===== config.mk =====
export PLATFORM = sky130hd
export DESIGN_NAME = pwfm_top
export DESIGN_NICKNAME = d
export VERILOG_FILES = /design/src/hw/pwfm_pkg.sv /design/src/hw/pwfm_top.sv
export VERILOG_INCLUDE_DIRS = /design/src /design/src/hw
export SDC_FILE = /design/constraint.sdc
export NUM_CORES = 1
export LEC_CHECK = 0
export BUFFER_PORTS_ARGS = -buffer_cell sky130_fd_sc_hd__buf_2
export CELL_PAD_IN_SITES_DETAIL_PLACEMENT = 2
export CELL_PAD_IN_SITES_GLOBAL_PLACEMENT = 2
export CORE_AREA = 2 2 115 139
export CTS_BUF_LIST = sky130_fd_sc_hd__clkbuf_4 sky130_fd_sc_hd__clkbuf_8
export CTS_CLUSTER_SIZE = 12
export DETAILED_ROUTE_END_ITERATION = 12
export DIE_AREA = 0 0 117 141
export GPL_TIMING_DRIVEN = 0
export MAX_ROUTING_LAYER = met4
export PLACE_DENSITY = 0.83
export SYNTH_ARGS = -nofsm -noshare
export SYNTH_HDL_FRONTEND = slang
export SYNTH_SLANG_ARGS = --single-unit

===== constraint.sdc =====
create_clock -name mclk -period 3.2 [get_ports mclk]
set_input_delay 0.64 -clock mclk [delete_from_list [all_inputs] [get_ports mclk]]
set_output_delay 0.64 -clock mclk [all_outputs]
set_load 0.01 [all_outputs]

===== src/hw/pwfm_defs.svh =====
// register offsets, field positions, reset values and timing counts of the measure block
`ifndef PWFM_DEFS_SVH
`define PWFM_DEFS_SVH
`define PWFM_ADDR_W        8
`define PWFM_OFF_CTRL1     8'h00
`define PWFM_OFF_CTRL2     8'h04
`define PWFM_OFF_COUNT     8'h08
`define PWFM_OFF_GATEPER   8'h0c
`define PWFM_OFF_STATUS    8'h10
`define PWFM_CNT_W         18
`define PWFM_CNT_MAX       18'h3ffff
`define PWFM_START_RUN     2'h2
`define PWFM_START_STOP    2'h0
`define PWFM_CTRL1_RST     6'h00
`define PWFM_CTRL2_RST     6'h00
`define PWFM_GATEPER_RST   8'h00
`define PWFM_GATE_SPAN     5'h10
`define PWFM_FC_UNIT_LOG2  12
`define PWFM_FS_UNIT_LOG2  4
`define PWFM_DIV_W         16
`define PWFM_FSDIV_W       8
`define PWFM_SRC1_BIT      4'h2
`define PWFM_SRC2_BIT      4'h6
`define PWFM_SRC3_BIT      4'ha
`endif


===== src/hw/pwfm_pkg.sv =====
// types shared by the pulse width / frequency measure block
package pwfm_pkg;
    // gate generator states, gray along idle-sync-high-low
    typedef enum logic [1:0] {
        GATE_IDLE = 2'b00,
        GATE_SYNC = 2'b01,
        GATE_HIGH = 2'b11,
        GATE_LOW  = 2'b10
    } pwfm_gate_st_t;

    // control register one fields
    typedef struct packed {
        logic       freqMode;   // 0 pulse width, 1 frequency
        logic [1:0] srcSel;     // 0 external, 1..3 internal clocks
        logic [1:0] startCtl;   // 00 stop, 10 run
        logic       clearBit;   // reads as zero
    } pwfm_ctrl1_t;

    // control register two fields
    typedef struct packed {
        logic       divStageSel;
        logic [1:0] gatePsc;
        logic [1:0] gateSrcSel;
        logic       gateIrqEdgeSel;  // 0 falling, 1 both
    } pwfm_ctrl2_t;

    // gate period settings
    typedef struct packed {
        logic [3:0] gateLowSetting;
        logic [3:0] gateHighSetting;
    } pwfm_gateper_t;
endpackage


===== src/hw/pwfm_top.sv =====
// pulse width and frequency measurement timer with apb register access
//
// Behaviour
// RULE_01: pulse width mode counts falling edges of event input AND selected internal clock.
// RULE_02: software picks internal clock for pulse width, external source for frequency.
// RULE_03: pulse width mode interrupts on event falling edge, or both edges if selected.
// RULE_04: without a clear, counting resumes from the value held when it last stopped.
// RULE_05: counter wrapping from maximum to zero sets the overflow flag.
// RULE_06: overflow flag holds until software writes the counter clear bit.
// RULE_07: pulse width mode, writing stop while event input high raises interrupt.
// RULE_08: software stops counter then clears its interrupt latch with interrupts disabled.
// RULE_09: pulse width, both edges, writing start while event high raises interrupt.
// RULE_10: gate status monitor is meaningless in pulse width mode.
// RULE_11: event falling while internal clock high gives one extra count.
// RULE_12: frequency mode counts event edges only while the window gate is high.
// RULE_13: gate source select 00 uses the external gate pin, else internal generator.
// RULE_14: frequency mode interrupts on gate falling edge, or both edges if selected.
// RULE_15: software reads count while stopped and gate low, then clears the counter.
// RULE_16: frequency mode shows the current window gate level in the monitor bit.
// RULE_17: internal gate high and low periods each last sixteen minus setting units.
// RULE_18: gate unit is 2^12..2^14 fc cycles, or 2^4..2^6 fs cycles; here gatePsc 3 also gives 2^15 fc or 2^7 fs cycles.
// RULE_19: one internal gate cycle is high period followed by low period.
// RULE_20: internal gate aligns to the divider, first period may lag one unit.
// RULE_21: gate settings change only stopped or in low; low setting applies next low.
// RULE_22: gate falling while event high adds one count.
//
// The placing of the registers and the APB register port were chosen for this implementation.
`timescale 1ns/100ps
`include "pwfm_defs.svh"

module pwfm_top #(
    parameter int CNT_W = `PWFM_CNT_W
) (
    // clock and reset
    input  wire logic                     mclk,
    input  wire logic                     rstn,
    // apb slave
    input  wire logic                     psel,
    input  wire logic                     penable,
    input  wire logic                     pwrite,
    input  wire logic [`PWFM_ADDR_W-1:0]  paddr,
    input  wire logic [31:0]              pwdata,
    output logic      [31:0]              prdata,
    output logic                          pready,
    output logic                          pslverr,
    // pins
    input  wire logic                     eventInputPin,
    input  wire logic                     externalGateInput,
    input  wire logic                     lowSpeedClk,
    // event output
    output logic                          timerIrq
);

    // software state
    pwfm_pkg::pwfm_ctrl1_t   controlRegisterOne_reg;
    pwfm_pkg::pwfm_ctrl2_t   controlRegisterTwo_reg;
    pwfm_pkg::pwfm_gateper_t gatePeriodRegister_reg;
    logic [CNT_W-1:0]        countRegister_reg;
    logic                    overflowFlag_reg;
    logic                    prready_reg;
    logic [31:0]             prdata_reg;
    logic                    pslverr_reg;
    logic                    timerIrq_reg;

    // pin synchronisers and edge history
    logic [1:0]              eventSync_reg;
    logic [1:0]              gateSync_reg;
    logic [1:0]              fsSync_reg;
    logic                    eventPrev_reg;
    logic                    fsPrev_reg;

    // dividers and gate generator
    logic [`PWFM_DIV_W-1:0]   divCnt_reg;
    logic [`PWFM_DIV_W-1:0]   divPrev_reg;
    logic [`PWFM_FSDIV_W-1:0] fsDiv_reg;
    logic [`PWFM_FSDIV_W-1:0] fsDivPrev_reg;
    pwfm_pkg::pwfm_gate_st_t  gateState_reg;
    logic [3:0]               unitCnt_reg;
    logic                     gatePrev_reg;
    logic                     andPrev_reg;

    // combinational helpers
    logic                     eventLvl;
    logic                     gateLvl;
    logic                     internalGate;
    logic                     srcClkLvl;
    logic                     andLvl;
    logic                     countTick;
    logic                     unitTick;
    logic                     fsRise;
    logic                     running;
    logic                     apbWrite;
    logic                     apbSetup;
    logic                     clearReq;
    logic                     startWrite;
    logic                     stopWrite;
    pwfm_pkg::pwfm_ctrl1_t    wrCtrl1;

    // true when a divider bit goes from one to zero
    function automatic logic bitFall(input logic [15:0] prevVal,
                                     input logic [15:0] curVal,
                                     input logic [3:0]  idx);
        bitFall = prevVal[idx] & ~curVal[idx];
    endfunction

    // register hits
    function automatic logic hit(input logic [`PWFM_ADDR_W-1:0] addr,
                                 input logic [`PWFM_ADDR_W-1:0] off);
        hit = (addr == off);
    endfunction

    assign eventLvl   = eventSync_reg[1];
    assign running    = (controlRegisterOne_reg.startCtl == `PWFM_START_RUN);
    assign apbSetup   = psel & ~penable;
    assign apbWrite   = psel & penable & prready_reg & pwrite;
    assign wrCtrl1    = pwdata[5:0];
    assign clearReq   = apbWrite & hit(paddr, `PWFM_OFF_CTRL1) & wrCtrl1.clearBit;
    assign startWrite = apbWrite & hit(paddr, `PWFM_OFF_CTRL1)
                        & (wrCtrl1.startCtl == `PWFM_START_RUN);
    assign stopWrite  = apbWrite & hit(paddr, `PWFM_OFF_CTRL1)
                        & (wrCtrl1.startCtl == `PWFM_START_STOP);
    assign fsRise     = fsSync_reg[1] & ~fsPrev_reg;

    // internal source clock level; select 0 is the external clock, unused here
    always_comb begin
        case (controlRegisterOne_reg.srcSel)
            2'h1:    srcClkLvl = divCnt_reg[`PWFM_SRC1_BIT];
            2'h2:    srcClkLvl = divCnt_reg[`PWFM_SRC2_BIT];
            2'h3:    srcClkLvl = divCnt_reg[`PWFM_SRC3_BIT];
            default: srcClkLvl = 1'b0;
        endcase
    end

    // gate unit tick: fc path or fs path of the divider
    always_comb begin
        if (!controlRegisterTwo_reg.divStageSel) begin
            unitTick = bitFall(divPrev_reg, divCnt_reg,
                               4'(`PWFM_FC_UNIT_LOG2 - 1) + 4'(controlRegisterTwo_reg.gatePsc)); // RULE_18
        end else begin
            unitTick = bitFall(16'(fsDivPrev_reg), 16'(fsDiv_reg),
                               4'(`PWFM_FS_UNIT_LOG2 - 1) + 4'(controlRegisterTwo_reg.gatePsc)); // RULE_18
        end
    end

    // window gate source and the counted and-ed level
    assign internalGate = (gateState_reg == pwfm_pkg::GATE_HIGH);
    assign gateLvl = (controlRegisterTwo_reg.gateSrcSel == 2'h0) ? gateSync_reg[1] // RULE_13
                                                                  : internalGate;
    always_comb begin
        if (controlRegisterOne_reg.freqMode) begin
            andLvl = eventLvl & gateLvl; // RULE_12
        end else begin
            andLvl = eventLvl & srcClkLvl; // RULE_01
        end
    end
    // falling edge of the and, so a late fall adds one count
    assign countTick = running & andPrev_reg & ~andLvl; // RULE_11 RULE_22

    // two-flop synchronisers on every pin
    always_ff @(posedge mclk or negedge rstn) begin
        if (!rstn) begin
            eventSync_reg <= 2'h0;
            gateSync_reg  <= 2'h0;
            fsSync_reg    <= 2'h0;
        end else begin
            eventSync_reg <= {eventSync_reg[0], eventInputPin};
            gateSync_reg  <= {gateSync_reg[0], externalGateInput};
            fsSync_reg    <= {fsSync_reg[0], lowSpeedClk};
        end
    end

    // edge history of synchronised and derived levels
    always_ff @(posedge mclk or negedge rstn) begin
        if (!rstn) begin
            eventPrev_reg <= 1'b0;
            fsPrev_reg    <= 1'b0;
            gatePrev_reg  <= 1'b0;
            andPrev_reg   <= 1'b0;
        end else begin
            eventPrev_reg <= eventLvl;
            fsPrev_reg    <= fsSync_reg[1];
            gatePrev_reg  <= gateLvl;
            andPrev_reg   <= andLvl;
        end
    end

    // free running chip dividers, fc and fs
    always_ff @(posedge mclk or negedge rstn) begin
        if (!rstn) begin
            divCnt_reg    <= '0;
            divPrev_reg   <= '0;
            fsDiv_reg     <= '0;
            fsDivPrev_reg <= '0;
        end else begin
            divCnt_reg    <= divCnt_reg + 1'b1;
            divPrev_reg   <= divCnt_reg;
            fsDivPrev_reg <= fsDiv_reg;
            if (fsRise) begin
                fsDiv_reg <= fsDiv_reg + 1'b1;
            end
        end
    end

    // internal gate: high for (16-high) units, then low for (16-low) units
    // counting up from the setting to 15 avoids a subtractor
    always_ff @(posedge mclk or negedge rstn) begin
        if (!rstn) begin
            gateState_reg <= pwfm_pkg::GATE_IDLE;
            unitCnt_reg   <= 4'h0;
        end else if (!running || !controlRegisterOne_reg.freqMode) begin
            gateState_reg <= pwfm_pkg::GATE_IDLE;
            unitCnt_reg   <= 4'h0;
        end else begin
            case (gateState_reg)
                pwfm_pkg::GATE_IDLE: begin
                    gateState_reg <= pwfm_pkg::GATE_SYNC;
                end
                pwfm_pkg::GATE_SYNC: begin
                    // waits for the next unit boundary, up to one unit of lag
                    if (unitTick) begin // RULE_20
                        gateState_reg <= pwfm_pkg::GATE_HIGH;
                        unitCnt_reg   <= gatePeriodRegister_reg.gateHighSetting; // RULE_17
                    end
                end
                pwfm_pkg::GATE_HIGH: begin
                    if (unitTick) begin
                        if (unitCnt_reg == 4'hf) begin
                            gateState_reg <= pwfm_pkg::GATE_LOW; // RULE_19
                            unitCnt_reg   <= gatePeriodRegister_reg.gateLowSetting; // RULE_17
                        end else begin
                            unitCnt_reg <= unitCnt_reg + 4'h1;
                        end
                    end
                end
                pwfm_pkg::GATE_LOW: begin
                    // low length latched at entry, a new write waits for the next low
                    if (unitTick) begin
                        if (unitCnt_reg == 4'hf) begin
                            gateState_reg <= pwfm_pkg::GATE_HIGH; // RULE_19
                            unitCnt_reg   <= gatePeriodRegister_reg.gateHighSetting; // RULE_21
                        end else begin
                            unitCnt_reg <= unitCnt_reg + 4'h1;
                        end
                    end
                end
                default: begin
                    gateState_reg <= pwfm_pkg::GATE_IDLE;
                end
            endcase
        end
    end

    // up counter; holds its value when stopped so counting resumes
    always_ff @(posedge mclk or negedge rstn) begin
        if (!rstn) begin
            countRegister_reg <= '0;
        end else if (clearReq) begin
            countRegister_reg <= '0;
        end else if (countTick) begin
            countRegister_reg <= countRegister_reg + 1'b1; // RULE_04
        end
    end

    // overflow flag; a wrap in the clear cycle still sets it
    always_ff @(posedge mclk or negedge rstn) begin
        if (!rstn) begin
            overflowFlag_reg <= 1'b0;
        end else if (countTick && countRegister_reg == CNT_W'(`PWFM_CNT_MAX)) begin
            overflowFlag_reg <= 1'b1; // RULE_05
        end else if (clearReq) begin
            overflowFlag_reg <= 1'b0; // RULE_06
        end
    end

    // timer interrupt pulse, one cycle per event
    always_ff @(posedge mclk or negedge rstn) begin
        if (!rstn) begin
            timerIrq_reg <= 1'b0;
        end else if (controlRegisterOne_reg.freqMode) begin
            timerIrq_reg <= running & ((gatePrev_reg & ~gateLvl)
                            | (controlRegisterTwo_reg.gateIrqEdgeSel
                               & ~gatePrev_reg & gateLvl)); // RULE_14
        end else begin
            timerIrq_reg <= (running & ((eventPrev_reg & ~eventLvl)
                             | (controlRegisterTwo_reg.gateIrqEdgeSel
                                & ~eventPrev_reg & eventLvl))) // RULE_03
                            | (stopWrite & running & eventLvl) // RULE_07
                            | (startWrite & ~running & eventLvl
                               & controlRegisterTwo_reg.gateIrqEdgeSel); // RULE_09
        end
    end

    // apb register writes; clear bit is a strobe and never stored
    always_ff @(posedge mclk or negedge rstn) begin
        if (!rstn) begin
            controlRegisterOne_reg <= `PWFM_CTRL1_RST;
            controlRegisterTwo_reg <= `PWFM_CTRL2_RST;
            gatePeriodRegister_reg <= `PWFM_GATEPER_RST;
        end else if (apbWrite) begin
            if (hit(paddr, `PWFM_OFF_CTRL1)) begin
                controlRegisterOne_reg          <= wrCtrl1;
                controlRegisterOne_reg.clearBit <= 1'b0;
            end
            if (hit(paddr, `PWFM_OFF_CTRL2)) begin
                controlRegisterTwo_reg <= pwdata[5:0];
            end
            // no guard against writes in the high period: software's duty
            if (hit(paddr, `PWFM_OFF_GATEPER)) begin
                gatePeriodRegister_reg <= pwdata[7:0]; // RULE_21
            end
        end
    end

    // apb answer: no wait state, read data captured in the setup cycle
    always_ff @(posedge mclk or negedge rstn) begin
        if (!rstn) begin
            prready_reg <= 1'b0;
            prdata_reg  <= 32'h0;
            pslverr_reg <= 1'b0;
        end else begin
            prready_reg <= apbSetup;
            pslverr_reg <= apbSetup & ~(hit(paddr, `PWFM_OFF_CTRL1)
                           | hit(paddr, `PWFM_OFF_CTRL2) | hit(paddr, `PWFM_OFF_COUNT)
                           | hit(paddr, `PWFM_OFF_GATEPER) | hit(paddr, `PWFM_OFF_STATUS));
            if (apbSetup && !pwrite) begin
                case (paddr)
                    `PWFM_OFF_CTRL1:   prdata_reg <= {26'h0, controlRegisterOne_reg};
                    `PWFM_OFF_CTRL2:   prdata_reg <= {26'h0, controlRegisterTwo_reg};
                    `PWFM_OFF_COUNT:   prdata_reg <= 32'(countRegister_reg);
                    `PWFM_OFF_GATEPER: prdata_reg <= {24'h0, gatePeriodRegister_reg};
                    // monitor forced low in pulse width mode, it has no meaning there
                    `PWFM_OFF_STATUS:  prdata_reg <= {30'h0,
                                           controlRegisterOne_reg.freqMode & gateLvl, // RULE_16 RULE_10
                                           overflowFlag_reg};
                    default:           prdata_reg <= 32'h0;
                endcase
            end else begin
                prdata_reg <= 32'h0;
            end
        end
    end

    assign prdata   = prdata_reg;
    assign pready   = prready_reg;
    assign pslverr  = pslverr_reg;
    assign timerIrq = timerIrq_reg;

endmodule


==> flow_summary.json <==
{
  "rsz0062_at_grt": "false",
  "vias_per_cell": 5.09,
  "worstPathArrival_ps": 3320,
  "p_per_area_nw_per_um2": 541,
  "seq_power_share": 0.475,
  "fmax_ghz": 0.336,
  "drt-total-wl_um": 13800,
  "min_period_over_period": 0.931,
  "h-tree-depth": 4,
  "swShare": 0.236,
  "crit_type": "register to register",
  "grtUsageTotal": 0.189,
  "tns_ps": 0,
  "endpoint_kind": "register",
  "die_h_um": 141,
  "cp-endpoint": "gateState_reg[0]",
  "status": "finished, final reports clean",
  "synthXorXnorAreaFrac": 0.0623,
  "dpl.hpwl_um": 10000,
  "nFillCells": 1659,
  "fin_cells": 763,
  "ant_nets": 0,
  "synth_top_family_by_area": "simple AND/OR/NAND/NOR gates",
  "worst-path-max-fanout": 16,
  "design.final.nets": 599,
  "synth-adder-area-share": 0.0217,
  "die_area_sq_um": 16500,
  "clkSinkCount": 115,
  "syn_area_sq_um": 5200,
  "drc": 0,
  "cp-startpoint": "controlRegisterTwo_reg[3]",
  "r2r-end": "gateState_reg[0]",
  "grt_max_degree": 62,
  "initial_core_util": 0.339,
  "routedWlPerCell_um": 18.1,
  "grt-ovfl-total": 0,
  "hold_buffers": 0,
  "io_buffer_count": 44,
  "switching_power_w": 0.000794,
  "design.core.area_sq_um": 15300,
  "ys_types": 58,
  "vias": 3886,
  "fin_hold_ws_ps": 248,
  "insertedDiodeCount": 0,
  "grt_pass1_vias": 4434,
  "clock_skew_ps": 8.38,
  "clock_path_buffers": 2,
  "final_hold_viol_count": 0,
  "max_stage_delay_ps": 670,
  "reg2regPathDepth": 8,
  "core.rowCount": 50,
  "slew_headroom": 0.508,
  "async_flop_share": 1.00,
  "leakage_nw": 2.93,
  "io_pins": 83,
  "period_minus_slack_ps": 2980,
  "synthMuxAreaShare": 0.0522,
  "critPathRequiredTime_ps": 3540,
  "rrSetupSlack_ps": 220,
  "gp_congestion": 0.771,
  "cts_tree": "done",
  "ys_ff_latch": 115,
  "maxSlewViolCount": 0,
  "p_int_w": 0.00258,
  "cts_root_buffer": "clkbuf_8",
  "area_growth_syn_to_layout_pct": 19.8,
  "antenna_found_initial": 0,
  "drtIter0Drc": 212,
  "placedCellCount": 732,
  "dr.pass1.iters": 4,
  "clock_latency_ps": 450,
  "maxCapViolCount": 0,
  "synth_ff_type": "dfrtp_1",
  "ir_worst_vdd_uv": 227,
  "grt_pass1_wl_um": 23000,
  "netlist_instances": 466,
  "avgSynthCellArea_sq_um": 11.2,
  "drive_above_1_share": 0.225,
  "power.share.clock": 0.471,
  "clkTransAtPathRegs_ps": 70,
  "die_w_um": 117,
  "crit_slowest_cell": "dfrtp_1",
  "cp-start-kind": "register",
  "pwr-share-comb": 0.054,
  "crit_chain": "inv_1, ha_1, or4b_1, a41oi_1, nor4_2, or2_1, clkbuf_1, a32o_1",
  "min_path_type": "input port to asynchronous set/reset pin",
  "yosysWarnings": 0,
  "setup_viol": 0,
  "r2r-start": "controlRegisterTwo_reg[3]",
  "tightest_slew_ps": 738,
  "synth-simple-area-share": 0.174,
  "synth-compound-area-share": 0.0905,
  "synth-edff-count": 0,
  "yosysSeqAreaShare": 0.554,
  "cts_made_buffers": 17
}
==> critical path: cells and delay by family (launching register included) <==
family / cells / cell delay [ps]
compound gates: 2 / 540
buf+inv: 2 / 280
flops: 1 / 670
simple gates: 3 / 940
fa+ha+maj: 1 / 420
==> area by class of cell <==
type                            count  area [sq um]  area share
Sequential cell                   115          2880       0.462
Multi-Input combinational cell    319          2140       0.344
Clock buffer                       19           262      0.0420
Tap cell                          208           260      0.0418
Timing Repair Buffer               45           250      0.0402
Clock inverter                     13           205      0.0330
Buffer                             28           169      0.0271
Inverter                           16          60.1     0.00964
==> logic make-up (layout without fill, tap and decap cells) <==
| group | after synthesis | in the layout |
|---|---|---|
| muxes | 24 | 24 |
| buffers and inverters | 45 | 121 |
| other | 1 | 14 |
| xor gates and xnor gates | 37 | 37 |
| AOI/OAI and AO/OA | 62 | 62 |
| DFF | 115 | 115 |
| and+or+nand+nor | 173 | 173 |
| adders and majority gates | 9 | 9 |
==> synth_stat cells, drive strengths merged (7+ instances only) <==
library cell  instances  share of area
nor3                  7         0.0067
nand2                40          0.029
mux2                 22          0.048
clkbuf                9         0.0065
buf                  20          0.027
xnor2                20          0.034
nand3                16          0.015
a21oi                10         0.0096
nor2                 38          0.028
ha                    9          0.022
o21ai                12          0.012
and3                 24          0.029
dfrtp               115           0.55
inv                  16          0.012
nand2b                7         0.0084
nor2b                 8         0.0096
xor2                 17          0.029
==> what timing repair did <==
item | 4_1_cts | 5_1_grt
gates resized for setup | 1 | 0
setup endpoints to repair | 6 | 0
setup buffers | 0 | 0
==> metrics by stage <==
step / area, sq um / power (W) / worst slack [ps] / util
final: 6230 / 0.00337 / 222 / 0.406
after global placement: 5730 / 0.00178 / -1.45 / 0.374
after floorplan: 5250 / 0.00171 / 547 / -
after global routing: 6230 / 0.00351 / 41.6 / 0.406
after CTS: 6230 / 0.00342 / 193 / 0.406
after detailed placement: 5760 / 0.00182 / -96.6 / 0.376
==> worst min path at each step <==
stage	from	endpoint	cells past startpoint
CTS	rstn	prdata[16]	1
finish	rstn	prdata[16]	1
detailed placement	gateSync_reg[0]	gateSync_reg[1]	0
global route	externalGateInput	gateSync_reg[0]	1
global placement	fsSync_reg[0]	fsSync_reg[1]	0
floorplan	eventSync_reg[0]	eventSync_reg[1]	0
==> per-layer routing <==
metal | vias to the layer above | part of all wire | wire, um | global-route usage
li1 | 1767 | - | - | -
met1 | 2015 | 0.39 | 5340 | 0.202
met2 | 71 | 0.56 | 7730 | 0.334
met3 | 33 | 0.028 | 383 | 0.0447
met4 | 0 | 0.027 | 368 | 0.0749
met5 | - | 0 | 0 | -
==> power by group through the flow <==
stage          Sequential (W)  Combinational, W  Clock (W)
3_5_place_dp          0.00163          0.000184          0
2_1_floorplan         0.00160          0.000102          0
6_report              0.00160          0.000182    0.00159
5_1_grt               0.00161          0.000211    0.00168
4_1_cts               0.00160          0.000187    0.00163
3_3_place_gp          0.00162          0.000165          0
==> placed cells by master (no fill, tap or decap), types with 4 or more instances in the layout <==
| master | count |
|---|---|
| o21ai_0 | 12 |
| dfrtp_1 | 115 |
| a222oi_1 | 6 |
| xor2_1 | 17 |
| buf_2 | 46 |
| clkbuf_8 | 19 |
| nand2_1 | 40 |
| and2_1 | 6 |
| mux2_2 | 21 |
| nor2b_1 | 8 |
| bufinv_16 | 5 |
| buf_4 | 15 |
| a32o_1 | 6 |
| ha_1 | 9 |
| xnor2_1 | 20 |
| a21o_1 | 4 |
| conb_1 | 14 |
| nand4_1 | 6 |
| inv_1 | 16 |
| nor3_1 | 7 |
| a21oi_1 | 10 |
| and3_1 | 23 |
| nor2_1 | 37 |
| nand3_1 | 16 |
| a221o_1 | 4 |
| clkbuf_1 | 8 |
| nand2b_1 | 7 |
No activity file was read; power rests on OpenSTA's default activity.
